## config.mk

```make
export PLATFORM = sky130hd
export DESIGN_NAME = fps_top
export DESIGN_NICKNAME = d
export VERILOG_FILES = /design/src/rtl/fps_pkg.sv /design/src/rtl/fps_blink.sv /design/src/rtl/fps_debounce.sv /design/src/rtl/fps_top.sv
export VERILOG_INCLUDE_DIRS = /design/src /design/src/rtl
export SDC_FILE = /design/constraint.sdc
export NUM_CORES = 1
export LEC_CHECK = 0
export ABC_AREA = 1
export ABC_CLOCK_PERIOD_IN_PS = 3100
export BUFFER_PORTS_ARGS = -buffer_cell sky130_fd_sc_hd__buf_4
export CAP_MARGIN = 20
export CORE_MARGIN = 1
export CORE_UTILIZATION = 69
export CTS_BUF_LIST = sky130_fd_sc_hd__clkbuf_16
export DETAILED_ROUTE_END_ITERATION = 16
export PLACE_DENSITY = 0.93
export SYNTH_ARGS = -nofsm -noshare
export SYNTH_HDL_FRONTEND = slang
export SYNTH_SLANG_ARGS = --single-unit
export TNS_END_PERCENT = 100
```

## constraint.sdc

```tcl
create_clock -name ref_clk_i -period 3.1 [get_ports ref_clk_i]
set_input_delay 0.465 -clock ref_clk_i [delete_from_list [all_inputs] [get_ports ref_clk_i]]
set_output_delay 0.465 -clock ref_clk_i [all_outputs]
set_load 0.01 [all_outputs]
```

## src/rtl/fps_params.svh

```systemverilog
`ifndef FPS_PARAMS_SVH
`define FPS_PARAMS_SVH

// clock rate in kHz, so that ms * kHz gives whole cycles
`define FPS_CLK_KHZ          40000

// least hold time of the power button, in ms
`define FPS_PWR_HOLD_MS      50
`define FPS_PWR_HOLD_CYC     (`FPS_PWR_HOLD_MS * `FPS_CLK_KHZ)

// least lock-out after an accepted power request, in ms
`define FPS_LOCKOUT_MS       2000
`define FPS_LOCKOUT_CYC      (`FPS_LOCKOUT_MS * `FPS_CLK_KHZ)

// full blink period of the state lamp, in ms; half of it per phase
`define FPS_BLINK_PERIOD_MS  1000
`define FPS_BLINK_HALF_CYC   ((`FPS_BLINK_PERIOD_MS * `FPS_CLK_KHZ) / 2)

// stable time the reset button needs before it counts, in ms
`define FPS_RST_DEB_MS       10
`define FPS_RST_DEB_CYC      (`FPS_RST_DEB_MS * `FPS_CLK_KHZ)

// least width of the board reset pulse, in us, rounded up to cycles
`define FPS_RST_PULSE_US     100
`define FPS_RST_PULSE_CYC    ((`FPS_RST_PULSE_US * `FPS_CLK_KHZ + 999) / 1000)

`endif

```

## src/rtl/fps_pkg.sv

```systemverilog
package fps_pkg;

   // system sleep state as reported by the power manager
   typedef enum logic [1:0] {
      FPS_S0,
      FPS_S1,
      FPS_S3,
      FPS_S5
   } fps_acpi_type;

   // power request sequencer
   typedef enum logic {
      FPS_PWR_READY,
      FPS_PWR_LOCKOUT
   } fps_pwr_state_type;

   // board reset sequencer
   typedef enum logic [1:0] {
      FPS_RST_IDLE,
      FPS_RST_DRIVE,
      FPS_RST_RELEASE
   } fps_rst_state_type;

endpackage : fps_pkg

```

## src/rtl/fps_blink.sv

```systemverilog
`timescale 1ns/100ps
// free-running square wave for the message-waiting blink
module fps_blink #(
   parameter int unsigned HALF_CYC = 32'h0000_0010
) (
   input  wire logic ref_clk_i,
   input  wire logic rst_i,
   input  wire logic clk_en_i,
   output logic      phase_o
);

   logic [31:0] cnt_ff;    // cycles spent in the current phase
   logic        phase_ff;  // high in the lit half

   // equal halves give the 50 percent duty
   always_ff @(posedge ref_clk_i) begin
      if (rst_i) begin
         cnt_ff   <= 32'h0;
         phase_ff <= 1'b1;
      end else if (clk_en_i) begin
         if (cnt_ff == HALF_CYC - 32'h1) begin
            cnt_ff   <= 32'h0;
            phase_ff <= ~phase_ff;
         end else begin
            cnt_ff <= cnt_ff + 32'h1;
         end
      end
   end

   assign phase_o = phase_ff;

   property p_half_period;
      @(posedge ref_clk_i) disable iff (rst_i)
      $changed(phase_ff) |-> $past(cnt_ff) == HALF_CYC - 32'h1;
   endproperty
   a_half_period : assert property (p_half_period)
      else $error("blink phase changed off the half period");

endmodule : fps_blink

```

## src/rtl/fps_debounce.sv

```systemverilog
`timescale 1ns/100ps
// synchronises an active-low button and qualifies it by a stable time
module fps_debounce #(
   parameter int unsigned HOLD_CYC = 32'h0000_0010
) (
   input  wire logic ref_clk_i,
   input  wire logic rst_i,
   input  wire logic clk_en_i,
   input  wire logic button_n_i,
   output logic      pressed_o,
   output logic      press_o
);

   logic        sync_a_ff;   // first synchroniser stage, read only by the second
   logic        sync_b_ff;   // second stage, safe to use
   logic [31:0] cnt_ff;      // cycles the input has differed from the held level
   logic        pressed_ff;  // debounced level, high while button closed
   logic        press_ff;    // one-cycle pulse on a qualified closure

   // two-flop synchroniser; open button idles high through its pull-up
   always_ff @(posedge ref_clk_i) begin
      if (rst_i) begin
         sync_a_ff <= 1'b1;
         sync_b_ff <= 1'b1;
      end else if (clk_en_i) begin
         sync_a_ff <= button_n_i;
         sync_b_ff <= sync_a_ff;
      end
   end

   // level must differ for HOLD_CYC cycles in a row before it is taken;
   // any bounce back restarts the count, so short closures never pass
   always_ff @(posedge ref_clk_i) begin
      if (rst_i) begin
         cnt_ff     <= 32'h0;
         pressed_ff <= 1'b0;
         press_ff   <= 1'b0;
      end else if (clk_en_i) begin
         press_ff <= 1'b0;
         if (~sync_b_ff != pressed_ff) begin
            if (cnt_ff == HOLD_CYC - 32'h1) begin
               cnt_ff     <= 32'h0;
               pressed_ff <= ~sync_b_ff;
               press_ff   <= ~sync_b_ff;
            end else begin
               cnt_ff <= cnt_ff + 32'h1;
            end
         end else begin
            cnt_ff <= 32'h0;
         end
      end
   end

   assign pressed_o = pressed_ff;
   assign press_o   = press_ff;

   property p_press_needs_low;
      @(posedge ref_clk_i) disable iff (rst_i)
      $rose(press_ff) |-> pressed_ff && !$past(sync_b_ff) && $past(cnt_ff) == HOLD_CYC - 32'h1;
   endproperty
   a_press_needs_low : assert property (p_press_needs_low)
      else $error("press taken without the full low hold");

   property p_level_change_qualified;
      @(posedge ref_clk_i) disable iff (rst_i)
      $changed(pressed_ff) |-> $past(clk_en_i) && $past(cnt_ff) == HOLD_CYC - 32'h1;
   endproperty
   a_level_change_qualified : assert property (p_level_change_qualified)
      else $error("debounced level changed before the hold time");

endmodule : fps_debounce

```

## src/rtl/fps_top.sv

```systemverilog
`timescale 1ns/100ps
`include "fps_params.svh"
// front panel switch and lamp controller on the standby clock
module fps_top #(
   parameter int unsigned PWR_HOLD_CYC   = `FPS_PWR_HOLD_CYC,
   parameter int unsigned LOCKOUT_CYC    = `FPS_LOCKOUT_CYC,
   parameter int unsigned BLINK_HALF_CYC = `FPS_BLINK_HALF_CYC,
   parameter int unsigned RST_DEB_CYC    = `FPS_RST_DEB_CYC,
   parameter int unsigned RST_PULSE_CYC  = `FPS_RST_PULSE_CYC,
   parameter bit          DUAL_COLOUR    = 1'b1
) (
   input  wire logic                  ref_clk_i,
   input  wire logic                  rst_i,
   input  wire logic                  clk_en_i,
   input  wire logic                  power_button_sense_n_i,
   input  wire logic                  reset_button_sense_n_i,
   input  wire logic                  disk_active_i,
   input  wire logic                  scsi_active_i,
   input  wire fps_pkg::fps_acpi_type acpi_state_i,
   input  wire logic                  message_waiting_i,
   output logic                       psu_on_o,
   output logic                       psu_toggle_o,
   output logic                       board_reset_o,
   output logic                       post_start_o,
   output logic                       disk_lamp_on_o,
   output logic                       state_lamp_green_o,
   output logic                       state_lamp_yellow_o
);

   // debounced button views and the blink phase
   logic                       pwr_pressed;   // power button held, debounced
   logic                       pwr_press;     // one pulse per qualified press
   logic                       rst_pressed;   // reset button held, debounced
   logic                       rst_press;     // one pulse per debounced press
   logic                       blink_phase;   // lit half of the blink

   // power request state
   fps_pkg::fps_pwr_state_type pwr_state_ff;  // ready or locked out
   logic [31:0]                lock_cnt_ff;   // cycles spent in lock-out
   logic                       psu_on_ff;     // requested supply state
   logic                       psu_toggle_ff; // pulse per accepted request

   // board reset state
   fps_pkg::fps_rst_state_type rst_state_ff;  // reset sequencer
   logic [31:0]                rst_cnt_ff;    // width of the reset pulse
   logic                       board_reset_ff;
   logic                       post_start_ff; // pulse as the board leaves reset

   // lamp state
   logic                       disk_lamp_ff;
   logic                       green_ff;
   logic                       yellow_ff;

   // power button: active low, closure must last the full hold time
   fps_debounce #(
      .HOLD_CYC (PWR_HOLD_CYC)
   ) u_pwr_deb (
      .ref_clk_i  (ref_clk_i),
      .rst_i      (rst_i),
      .clk_en_i   (clk_en_i),
      .button_n_i (power_button_sense_n_i),
      .pressed_o  (pwr_pressed),
      .press_o    (pwr_press)
   );

   // reset button: active low, bounce filtered so one press gives one reset
   fps_debounce #(
      .HOLD_CYC (RST_DEB_CYC)
   ) u_rst_deb (
      .ref_clk_i  (ref_clk_i),
      .rst_i      (rst_i),
      .clk_en_i   (clk_en_i),
      .button_n_i (reset_button_sense_n_i),
      .pressed_o  (rst_pressed),
      .press_o    (rst_press)
   );

   // blink source for message waiting, shared by both lamp colours
   fps_blink #(
      .HALF_CYC (BLINK_HALF_CYC)
   ) u_blink (
      .ref_clk_i (ref_clk_i),
      .rst_i     (rst_i),
      .clk_en_i  (clk_en_i),
      .phase_o   (blink_phase)
   );

   // power request sequencer: accept a press, then sit out the lock-out;
   // the press pulse fires only on closure, so a button still held when
   // the lock-out ends does not make a second request
   always_ff @(posedge ref_clk_i) begin
      if (rst_i) begin
         pwr_state_ff  <= fps_pkg::FPS_PWR_READY;
         lock_cnt_ff   <= 32'h0;
         psu_toggle_ff <= 1'b0;
      end else if (clk_en_i) begin
         psu_toggle_ff <= 1'b0;
         unique case (pwr_state_ff)
            fps_pkg::FPS_PWR_READY: begin
               // qualified press becomes a request
               if (pwr_press) begin
                  psu_toggle_ff <= 1'b1;
                  pwr_state_ff  <= fps_pkg::FPS_PWR_LOCKOUT;
                  lock_cnt_ff   <= 32'h0;
               end
            end
            fps_pkg::FPS_PWR_LOCKOUT: begin
               // presses here are dropped on purpose
               if (lock_cnt_ff == LOCKOUT_CYC - 32'h1) begin
                  pwr_state_ff <= fps_pkg::FPS_PWR_READY;
                  lock_cnt_ff  <= 32'h0;
               end else begin
                  lock_cnt_ff <= lock_cnt_ff + 32'h1;
               end
            end
         endcase
      end
   end

   // supply request level flips in the same edge the request is taken
   always_ff @(posedge ref_clk_i) begin
      if (rst_i) begin
         psu_on_ff <= 1'b0;
      end else if (clk_en_i) begin
         if (pwr_state_ff == fps_pkg::FPS_PWR_READY && pwr_press) begin
            psu_on_ff <= ~psu_on_ff;
         end
      end
   end

   // board reset sequencer: fixed-width pulse, then wait for release so
   // a long press still yields a single reset; ignored with supply off
   always_ff @(posedge ref_clk_i) begin
      if (rst_i) begin
         rst_state_ff   <= fps_pkg::FPS_RST_IDLE;
         rst_cnt_ff     <= 32'h0;
         board_reset_ff <= 1'b0;
         post_start_ff  <= 1'b0;
      end else if (clk_en_i) begin
         post_start_ff <= 1'b0;
         unique case (rst_state_ff)
            fps_pkg::FPS_RST_IDLE: begin
               // debounced closure starts the reset
               if (rst_press && psu_on_ff) begin
                  board_reset_ff <= 1'b1;
                  rst_cnt_ff     <= 32'h0;
                  rst_state_ff   <= fps_pkg::FPS_RST_DRIVE;
               end
            end
            fps_pkg::FPS_RST_DRIVE: begin
               // hold reset, then let the board run self-test
               if (rst_cnt_ff == RST_PULSE_CYC - 32'h1) begin
                  board_reset_ff <= 1'b0;
                  post_start_ff  <= 1'b1;
                  rst_state_ff   <= fps_pkg::FPS_RST_RELEASE;
               end else begin
                  rst_cnt_ff <= rst_cnt_ff + 32'h1;
               end
            end
            fps_pkg::FPS_RST_RELEASE: begin
               // re-arm only after the button is let go
               if (!rst_pressed) begin
                  rst_state_ff <= fps_pkg::FPS_RST_IDLE;
               end
            end
            default: begin
               // the fourth code is unused; recover to idle
               rst_state_ff   <= fps_pkg::FPS_RST_IDLE;
               board_reset_ff <= 1'b0;
            end
         endcase
      end
   end

   // disk lamp follows either activity source, registered for a clean pin
   always_ff @(posedge ref_clk_i) begin
      if (rst_i) begin
         disk_lamp_ff <= 1'b0;
      end else if (clk_en_i) begin
         disk_lamp_ff <= disk_active_i | scsi_active_i;
      end
   end

   // state lamp; a single-colour lamp has no yellow, so sleep shows dark
   always_ff @(posedge ref_clk_i) begin
      if (rst_i) begin
         green_ff  <= 1'b0;
         yellow_ff <= 1'b0;
      end else if (clk_en_i) begin
         unique case (acpi_state_i)
            fps_pkg::FPS_S0: begin
               // running: steady, or blinking with a message
               green_ff  <= ~message_waiting_i | blink_phase;
               yellow_ff <= 1'b0;
            end
            fps_pkg::FPS_S1,
            fps_pkg::FPS_S3: begin
               // sleeping: yellow only on a dual-colour lamp
               green_ff  <= 1'b0;
               yellow_ff <= DUAL_COLOUR & (~message_waiting_i | blink_phase);
            end
            fps_pkg::FPS_S5: begin
               // powered off: dark
               green_ff  <= 1'b0;
               yellow_ff <= 1'b0;
            end
         endcase
      end
   end

   assign psu_on_o            = psu_on_ff;
   assign psu_toggle_o        = psu_toggle_ff;
   assign board_reset_o       = board_reset_ff;
   assign post_start_o        = post_start_ff;
   assign disk_lamp_on_o      = disk_lamp_ff;
   assign state_lamp_green_o  = green_ff;
   assign state_lamp_yellow_o = yellow_ff;

   property p_press_toggles;
      @(posedge ref_clk_i) disable iff (rst_i)
      (clk_en_i && pwr_press && pwr_state_ff == fps_pkg::FPS_PWR_READY)
         |=> psu_toggle_ff && psu_on_ff != $past(psu_on_ff)
             && pwr_state_ff == fps_pkg::FPS_PWR_LOCKOUT;
   endproperty
   a_press_toggles : assert property (p_press_toggles)
      else $error("qualified press did not toggle the supply");

   property p_lockout_full;
      @(posedge ref_clk_i) disable iff (rst_i)
      $changed(pwr_state_ff) && pwr_state_ff == fps_pkg::FPS_PWR_READY
         |-> $past(lock_cnt_ff) == LOCKOUT_CYC - 32'h1;
   endproperty
   a_lockout_full : assert property (p_lockout_full)
      else $error("lock-out ended early");

   property p_lockout_ignores;
      @(posedge ref_clk_i) disable iff (rst_i)
      (clk_en_i && pwr_state_ff == fps_pkg::FPS_PWR_LOCKOUT)
         |=> !psu_toggle_ff && $stable(psu_on_ff);
   endproperty
   a_lockout_ignores : assert property (p_lockout_ignores)
      else $error("power request accepted during lock-out");

   property p_reset_starts;
      @(posedge ref_clk_i) disable iff (rst_i)
      (clk_en_i && rst_press && psu_on_ff && rst_state_ff == fps_pkg::FPS_RST_IDLE)
         |=> board_reset_ff ##0 (board_reset_ff [*2]);
   endproperty
   a_reset_starts : assert property (p_reset_starts)
      else $error("reset press did not hold the board in reset");

   property p_post_after_reset;
      @(posedge ref_clk_i) disable iff (rst_i)
      $rose(post_start_ff) |-> $past(board_reset_ff) && !board_reset_ff
         && $past(rst_cnt_ff) == RST_PULSE_CYC - 32'h1;
   endproperty
   a_post_after_reset : assert property (p_post_after_reset)
      else $error("self-test start not at the end of reset");

   property p_disk_lamp;
      @(posedge ref_clk_i) disable iff (rst_i)
      clk_en_i |=> disk_lamp_ff == ($past(disk_active_i) | $past(scsi_active_i));
   endproperty
   a_disk_lamp : assert property (p_disk_lamp)
      else $error("disk lamp does not follow activity");

   property p_scsi_lamp;
      @(posedge ref_clk_i) disable iff (rst_i)
      (clk_en_i && scsi_active_i) |=> disk_lamp_ff;
   endproperty
   a_scsi_lamp : assert property (p_scsi_lamp)
      else $error("scsi activity not shown on the disk lamp");

   property p_dark_unless_running;
      @(posedge ref_clk_i) disable iff (rst_i)
      (clk_en_i && acpi_state_i != fps_pkg::FPS_S0) |=> !green_ff;
   endproperty
   a_dark_unless_running : assert property (p_dark_unless_running)
      else $error("green lamp lit outside the running state");

   property p_running_steady;
      @(posedge ref_clk_i) disable iff (rst_i)
      (clk_en_i && acpi_state_i == fps_pkg::FPS_S0 && !message_waiting_i)
         |=> green_ff && !yellow_ff;
   endproperty
   a_running_steady : assert property (p_running_steady)
      else $error("running without message is not steady green");

   // a waiting message makes the running lamp follow the blink phase
   property p_running_blinks;
      @(posedge ref_clk_i) disable iff (rst_i)
      (clk_en_i && acpi_state_i == fps_pkg::FPS_S0 && message_waiting_i)
         |=> green_ff == $past(blink_phase) && !yellow_ff;
   endproperty
   a_running_blinks : assert property (p_running_blinks)
      else $error("running with a message does not blink green");

   property p_sleep_colour;
      @(posedge ref_clk_i) disable iff (rst_i)
      (clk_en_i && (acpi_state_i == fps_pkg::FPS_S1 || acpi_state_i == fps_pkg::FPS_S3)
         && !message_waiting_i) |=> yellow_ff == DUAL_COLOUR;
   endproperty
   a_sleep_colour : assert property (p_sleep_colour)
      else $error("sleep colour does not match the lamp type");

endmodule : fps_top
```

======== Yosys cells after proc, flatten, opt, wreduce, memory -nomap -nowiden ========
Index checks and enable logic that the tools add are counted.
word-level totals
  register bits after elaboration ......... 179
  bits of input ports ..................... 10
  output and inout bits ................... 7
  word-level logic and storage cells ...... 100
operators by class
  $add $sub $neg .......................... 5
  equal/unequal tests ..................... 17
  muxes and demuxes ....................... 30
  bitwise gates (word level) .............. 9
  reductions and logical operators ........ 16
operators by type and width
  cell                                                    count
  2-to-1 mux 32 bit                                       9
  adder 32 x 1 -> 32 bit (second input constant)          5
  one-hot mux 32 bit (2 select lines)                     2
  equality test 32 x 12 -> 1 bit (second input constant)  1
  equality test 32 x 19 -> 1 bit (second input constant)  1
  equality test 32 x 21 -> 1 bit (second input constant)  1
  equality test 32 x 25 -> 1 bit (second input constant)  1
  equality test 32 x 27 -> 1 bit (second input constant)  1
  AND reduction 4 bit                                     3
  2-to-1 mux 1 bit                                        11
  inequality test 2 bit (second input constant)           4
  inverter 1 bit                                          7
  equality test 2 bit (second input constant)             3
  2-to-1 mux 2 bit                                        3
  one-hot mux 1 bit (2 select lines)                      3
  one-hot mux 2 bit (3 select lines)                      1
  AND reduction 2 bit                                     3
  AND reduction 3 bit                                     2
  equality test 2 x 1 -> 1 bit (second input constant)    2
  zero test 2 bit                                         2
  OR reduction 2 bit                                      2
  one-hot mux 1 bit (3 select lines)                      1
  OR reduction 3 bit                                      1
  logical AND 1 bit                                       2
  4 further kinds                                         6

======== Logic depth before layout (Yosys ltp) ========
  depth in word-level cells ............... 3
  mapped depth ............................ 12
  mapped depth without buffers ............ 12

======== Modules after synthesis ========
A second synthesis with hierarchy kept.
unflattened totals
  cells, all modules ...................... 1843
  area, all modules ....................... 11259.5 um2
modules (own cells, without submodules)
  module                     times used  cells an instance  area each (um2)  sequential area each (um2)
  fps_top                    1           795                4639.4           1481.4
  fps_debounce at u_pwr_deb  1           384                2377.3           720.7
  fps_debounce at u_rst_deb  1           366                2322.2           720.7
  fps_blink                  1           298                1920.6           660.6

======== Worst setup path before layout ========
Ideal clock, no wire load.
  path type ............................... flip-flop to flip-flop
  from .................................... reg u_pwr_deb.cnt_ff[0]
  to ...................................... reg u_pwr_deb.cnt_ff[18]
  library setup time ...................... 0.116 ns
  arrival ................................. 1.490 ns
  required time ........................... 2.984 ns
  setup slack ............................. 1.494 ns
  stages on the path, launching flop included .. 13
  path buffers ............................ 2
  clock period less this slack ............ 1.606 ns
  cell sequence ........................... dfxtp_1 > ha_1 > nand3_2 > nor2_1 > nand2_1 > nor2_2 > nand3_1 > nand2_1 > nand2_1 > nand2_1 > buf_4 > buf_6 > nor2_1
on the way
  word-level cells in the longest chain between the ends .. 3
  elaborated cells between the ends (all ways) .. 4
  those cells by class .................... add/sub: 1; eq/ne: 1; mux: 2
ends and longest elaborated chain
  what                                                                      line                                    text
  from (decl)                                                               fps_debounce.sv:16                      logic [31:0] cnt_ff;
  from (signal assigned)                                                    fps_debounce.sv:46                      cnt_ff <= cnt_ff + 32'h1;
  adder 32 x 1 -> 32 bit or equality test 32 x 21 -> 1 bit (tied branches)  fps_debounce.sv:46, fps_debounce.sv:41
  2-to-1 mux 32 bit *                                                       fps_debounce.sv:41                      if (cnt_ff == HOLD_CYC - 32'h1) begin
  2-to-1 mux 32 bit *                                                       fps_debounce.sv:40                      if (~sync_b_ff != pressed_ff) begin
Mark *: on every way between the ends. The rest lies on a longest branch, timed or not.
A chain may end at the register's enable or synchronous reset.

======== Worst setup path in the final report ========
  from .................................... reg u_rst_deb.cnt_ff[0]
  to ...................................... reg u_rst_deb.cnt_ff[26]
on the way
  word-level cells in the longest chain between the ends .. 3
  elaborated cells between the ends (all ways) .. 4
  those cells by class .................... add/sub: 1; eq/ne: 1; mux: 2
ends and longest elaborated chain
  what                                                                      line
  from (decl)                                                               fps_debounce.sv:16
  from (signal assigned)                                                    fps_debounce.sv:46
  adder 32 x 1 -> 32 bit or equality test 32 x 19 -> 1 bit (tied branches)  fps_debounce.sv:46, fps_debounce.sv:41
  2-to-1 mux 32 bit *                                                       fps_debounce.sv:41
  2-to-1 mux 32 bit *                                                       fps_debounce.sv:40
Marked as above.

==> impl_metrics.tcl <==
set metrics [dict create \
    io_pins 17 \
    layout-drive-gt1-share_pct 6.50 \
    peakVddDrop_uv 430 \
    ys_top_cells_by_area "dfxtp_1, nand2_1, nor2_1, inv_1, nand3_1" \
    outcome "complete, no violations" \
    hold_viol 0 \
    syn_nets 1772 \
    dieHeight_um 127 \
    seq_area_frac_synth_pct 33.3 \
    initial_core_util_pct 70.8 \
    vias 11200 \
    grt_start_max_net_pins 48 \
    crit_path_end_kind "flop" \
    cts_tree "yes" \
    cts_hold_buf 0 \
    drt-initial-drc-count 1455 \
    fin_hold_ws_ns 0.251 \
    powerDensity_nw_per_um2 399 \
    max_stage_delay_ns 0.40 \
    cts_setup_buffers 0 \
    yosysTopAreaCell "dfxtp_1" \
    clk-insertion-delay-late_ns 0.45 \
    hpwl_mm 18.5 \
    synth_area_um2 10800 \
    syn_area_per_cell_um2 6.13 \
    first_global_vias 9959 \
    relSlewSlack_pct 57.9 \
    final_cell_mix "nand2_1, nor2_1, inv_1" \
    syn2layout_area_growth_pct 6.73 \
    fin_worst_skew_ns 0.0102 \
    worstPathMaxFanout 30 \
    cts_resized 0 \
    drc 0 \
    drtPass1Iterations 6 \
    path_common_cell "nand2_1" \
    clk_pin_slew_ns 0.07 \
    wire_per_inst_um 13.8 \
    grt_overflow_total 0 \
    grt_usage_pct 34.5 \
    dieArea_um2 16100 \
    post-route-period-util_pct 69.4 \
    period_minus_slack_ns 2.15 \
    crit_chain "ha_1 > nand2_1 > inv_1 > nand2_1 > nor2_1 > nand3_1 > nand2_1 > nand2_1 > nand2_1 > buf_4 > nor2_1" \
    ant_nets 0 \
    crit_slowest_cell "dfxtp_1" \
    rsz0062_at_grt "no" \
    yosysWarnings 0 \
    grt_first_pass_wirelength_mm 45.6 \
    htreeDepth 4 \
    cap_violations 0 \
    core_area_um2 15200 \
    fin_ws_ns 0.948 \
    setup_violations 0 \
    dieWidth_um 127 \
    cts_num_sinks 179 \
    synth_cells 1756 \
    crit_arrival_ns 2.47 \
    antenna_found_initial 0 \
    cts_buffers 17 \
    holdCritPathClass "in2reg" \
    setup_tns_ns 0 \
    ys_types 39 \
    path_class "reg2reg" \
    antenna_cells 0 \
    wirelength_mm 27.1 \
    critPathLaunchType "flop" \
    gp_congestion 0.990 \
    synth_top_area_share_pct 33.3 \
    worstPathRequired_ns 3.42 \
    postSynthRegisterBits 179 \
    mostFrequentLayoutCell "nand2_1" \
    cts_buffer_depth 2 \
    place_ws_ns 0.750 \
    rows 45 \
    fin_util_pct 75.6 \
    maxSlewViolCount 0 \
    max_freq_ghz 0.465 \
    total_leakage_power_uw 0.00442 \
    tightest_slew_ns 0.631 \
    vias_per_cell 5.73 \
    final_nets 1774 \
    portBuffers 16 \
    cts_root_buf "clkbuf_16" \
]
-- where the power goes --
group | leakage, uW | switching [uW] | internal, uW
Sequential | 0.00144 | 8.82 | 2310
Clock | 0.000272 | 958 | 1180
Combinational | 0.00271 | 94.4 | 37.6
Total | 0.00442 | 1060 | 3520
-- synth_stat cells (all sizes together) --
cell type	instances
a211oi	2
a21oi	48
a31oi	1
and3	1
buf	32
clkbuf	8
clkinv	1
dfxtp	179
ha	6
inv	227
nand2	489
nand3	151
nand3b	12
nand4	59
nor2	376
nor3	66
nor3b	2
nor4	4
o21a	1
o21ai	29
o21bai	5
o22ai	2
or2	5
xnor2	12
xor2	38
-- sequential cells by signal, summed over array words and instances (netlist names), 2 cells and up --
| signal | flops |
|---|---|
| rst_cnt_ff | 32 |
| lock_cnt_ff | 32 |
| u_blink.cnt_ff | 32 |
| rst_state_ff | 2 |
| u_pwr_deb.cnt_ff | 32 |
| u_rst_deb.cnt_ff | 32 |
-- metrics by stage --
stage / area (um2) / cells / power, uW
finish: 11500 / 1958 / 4580
global route: 11500 / 1958 / 4700
CTS: 11500 / 1958 / 4590
detailed placement: 10900 / 1927 / 2500
global placement: 10900 / 1927 / 2500
floorplan: 10800 / 1756 / 2460
-- area by class of cell --
class | count | area [um2]
tap | 188 | 235
inverter | 228 | 858
fill | 1179 | 3710
sequential | 179 | 3580
timing repair buffer | 23 | 173
multi-input combinational | 1309 | 6070
clock buffer | 17 | 425
clock inverter | 14 | 140
-- critical path: cells and delay by family (launching register included) --
| family | cells | cell delay [ns] |
|---|---|---|
| buffers and inverters | 2 | 0.42 |
| adder cells (fa/ha/maj) | 1 | 0.19 |
| flip-flops | 1 | 0.40 |
| AND/OR/NAND/NOR | 8 | 0.99 |
-- cells by family (layout without fill, tap and decap cells) --
family                   after synthesis  in the layout  synth area share [%]
AO/OA/AOI/OAI                         88             88                  4.35
XOR/XNOR                              50             50                  4.07
adder cells (fa/ha/maj)                6              6                 0.697
buffers and inverters                268            282                  10.3
flip-flops                           179            179                  33.3
AND/OR/NAND/NOR                     1165           1165                  47.3
-- layer usage --
| layer | share of wire [%] | vias to the layer above | track usage [%] |
|---|---|---|---|
| li1 | - | 5542 | - |
| met1 | 42 | 5058 | 43.5 |
| met2 | 48 | 529 | 58.5 |
| met3 | 7.4 | 95 | 5.53 |
| met4 | 2.9 | 0 | 14.8 |
| met5 | 0 | - | 0 |
-- final timing paths --
kind	endpoint	depth (start not counted)	slack (ns)	startpoint
max	u_rst_deb.cnt_ff[26]$_SDFFE_PP0P_	11	0.95	u_rst_deb.cnt_ff[0]$_SDFFE_PP0P_
min	u_rst_deb.sync_a_ff$_SDFFE_PP1P_	3	0.25	reset_button_sense_n_i
max reg2reg	u_rst_deb.cnt_ff[26]$_SDFFE_PP0P_	11	0.95	u_rst_deb.cnt_ff[0]$_SDFFE_PP0P_
min reg2reg	u_rst_deb.sync_a_ff$_SDFFE_PP1P_	2	0.46	u_rst_deb.sync_a_ff$_SDFFE_PP1P_
Note: power is estimated with default switching activity, not from simulation.
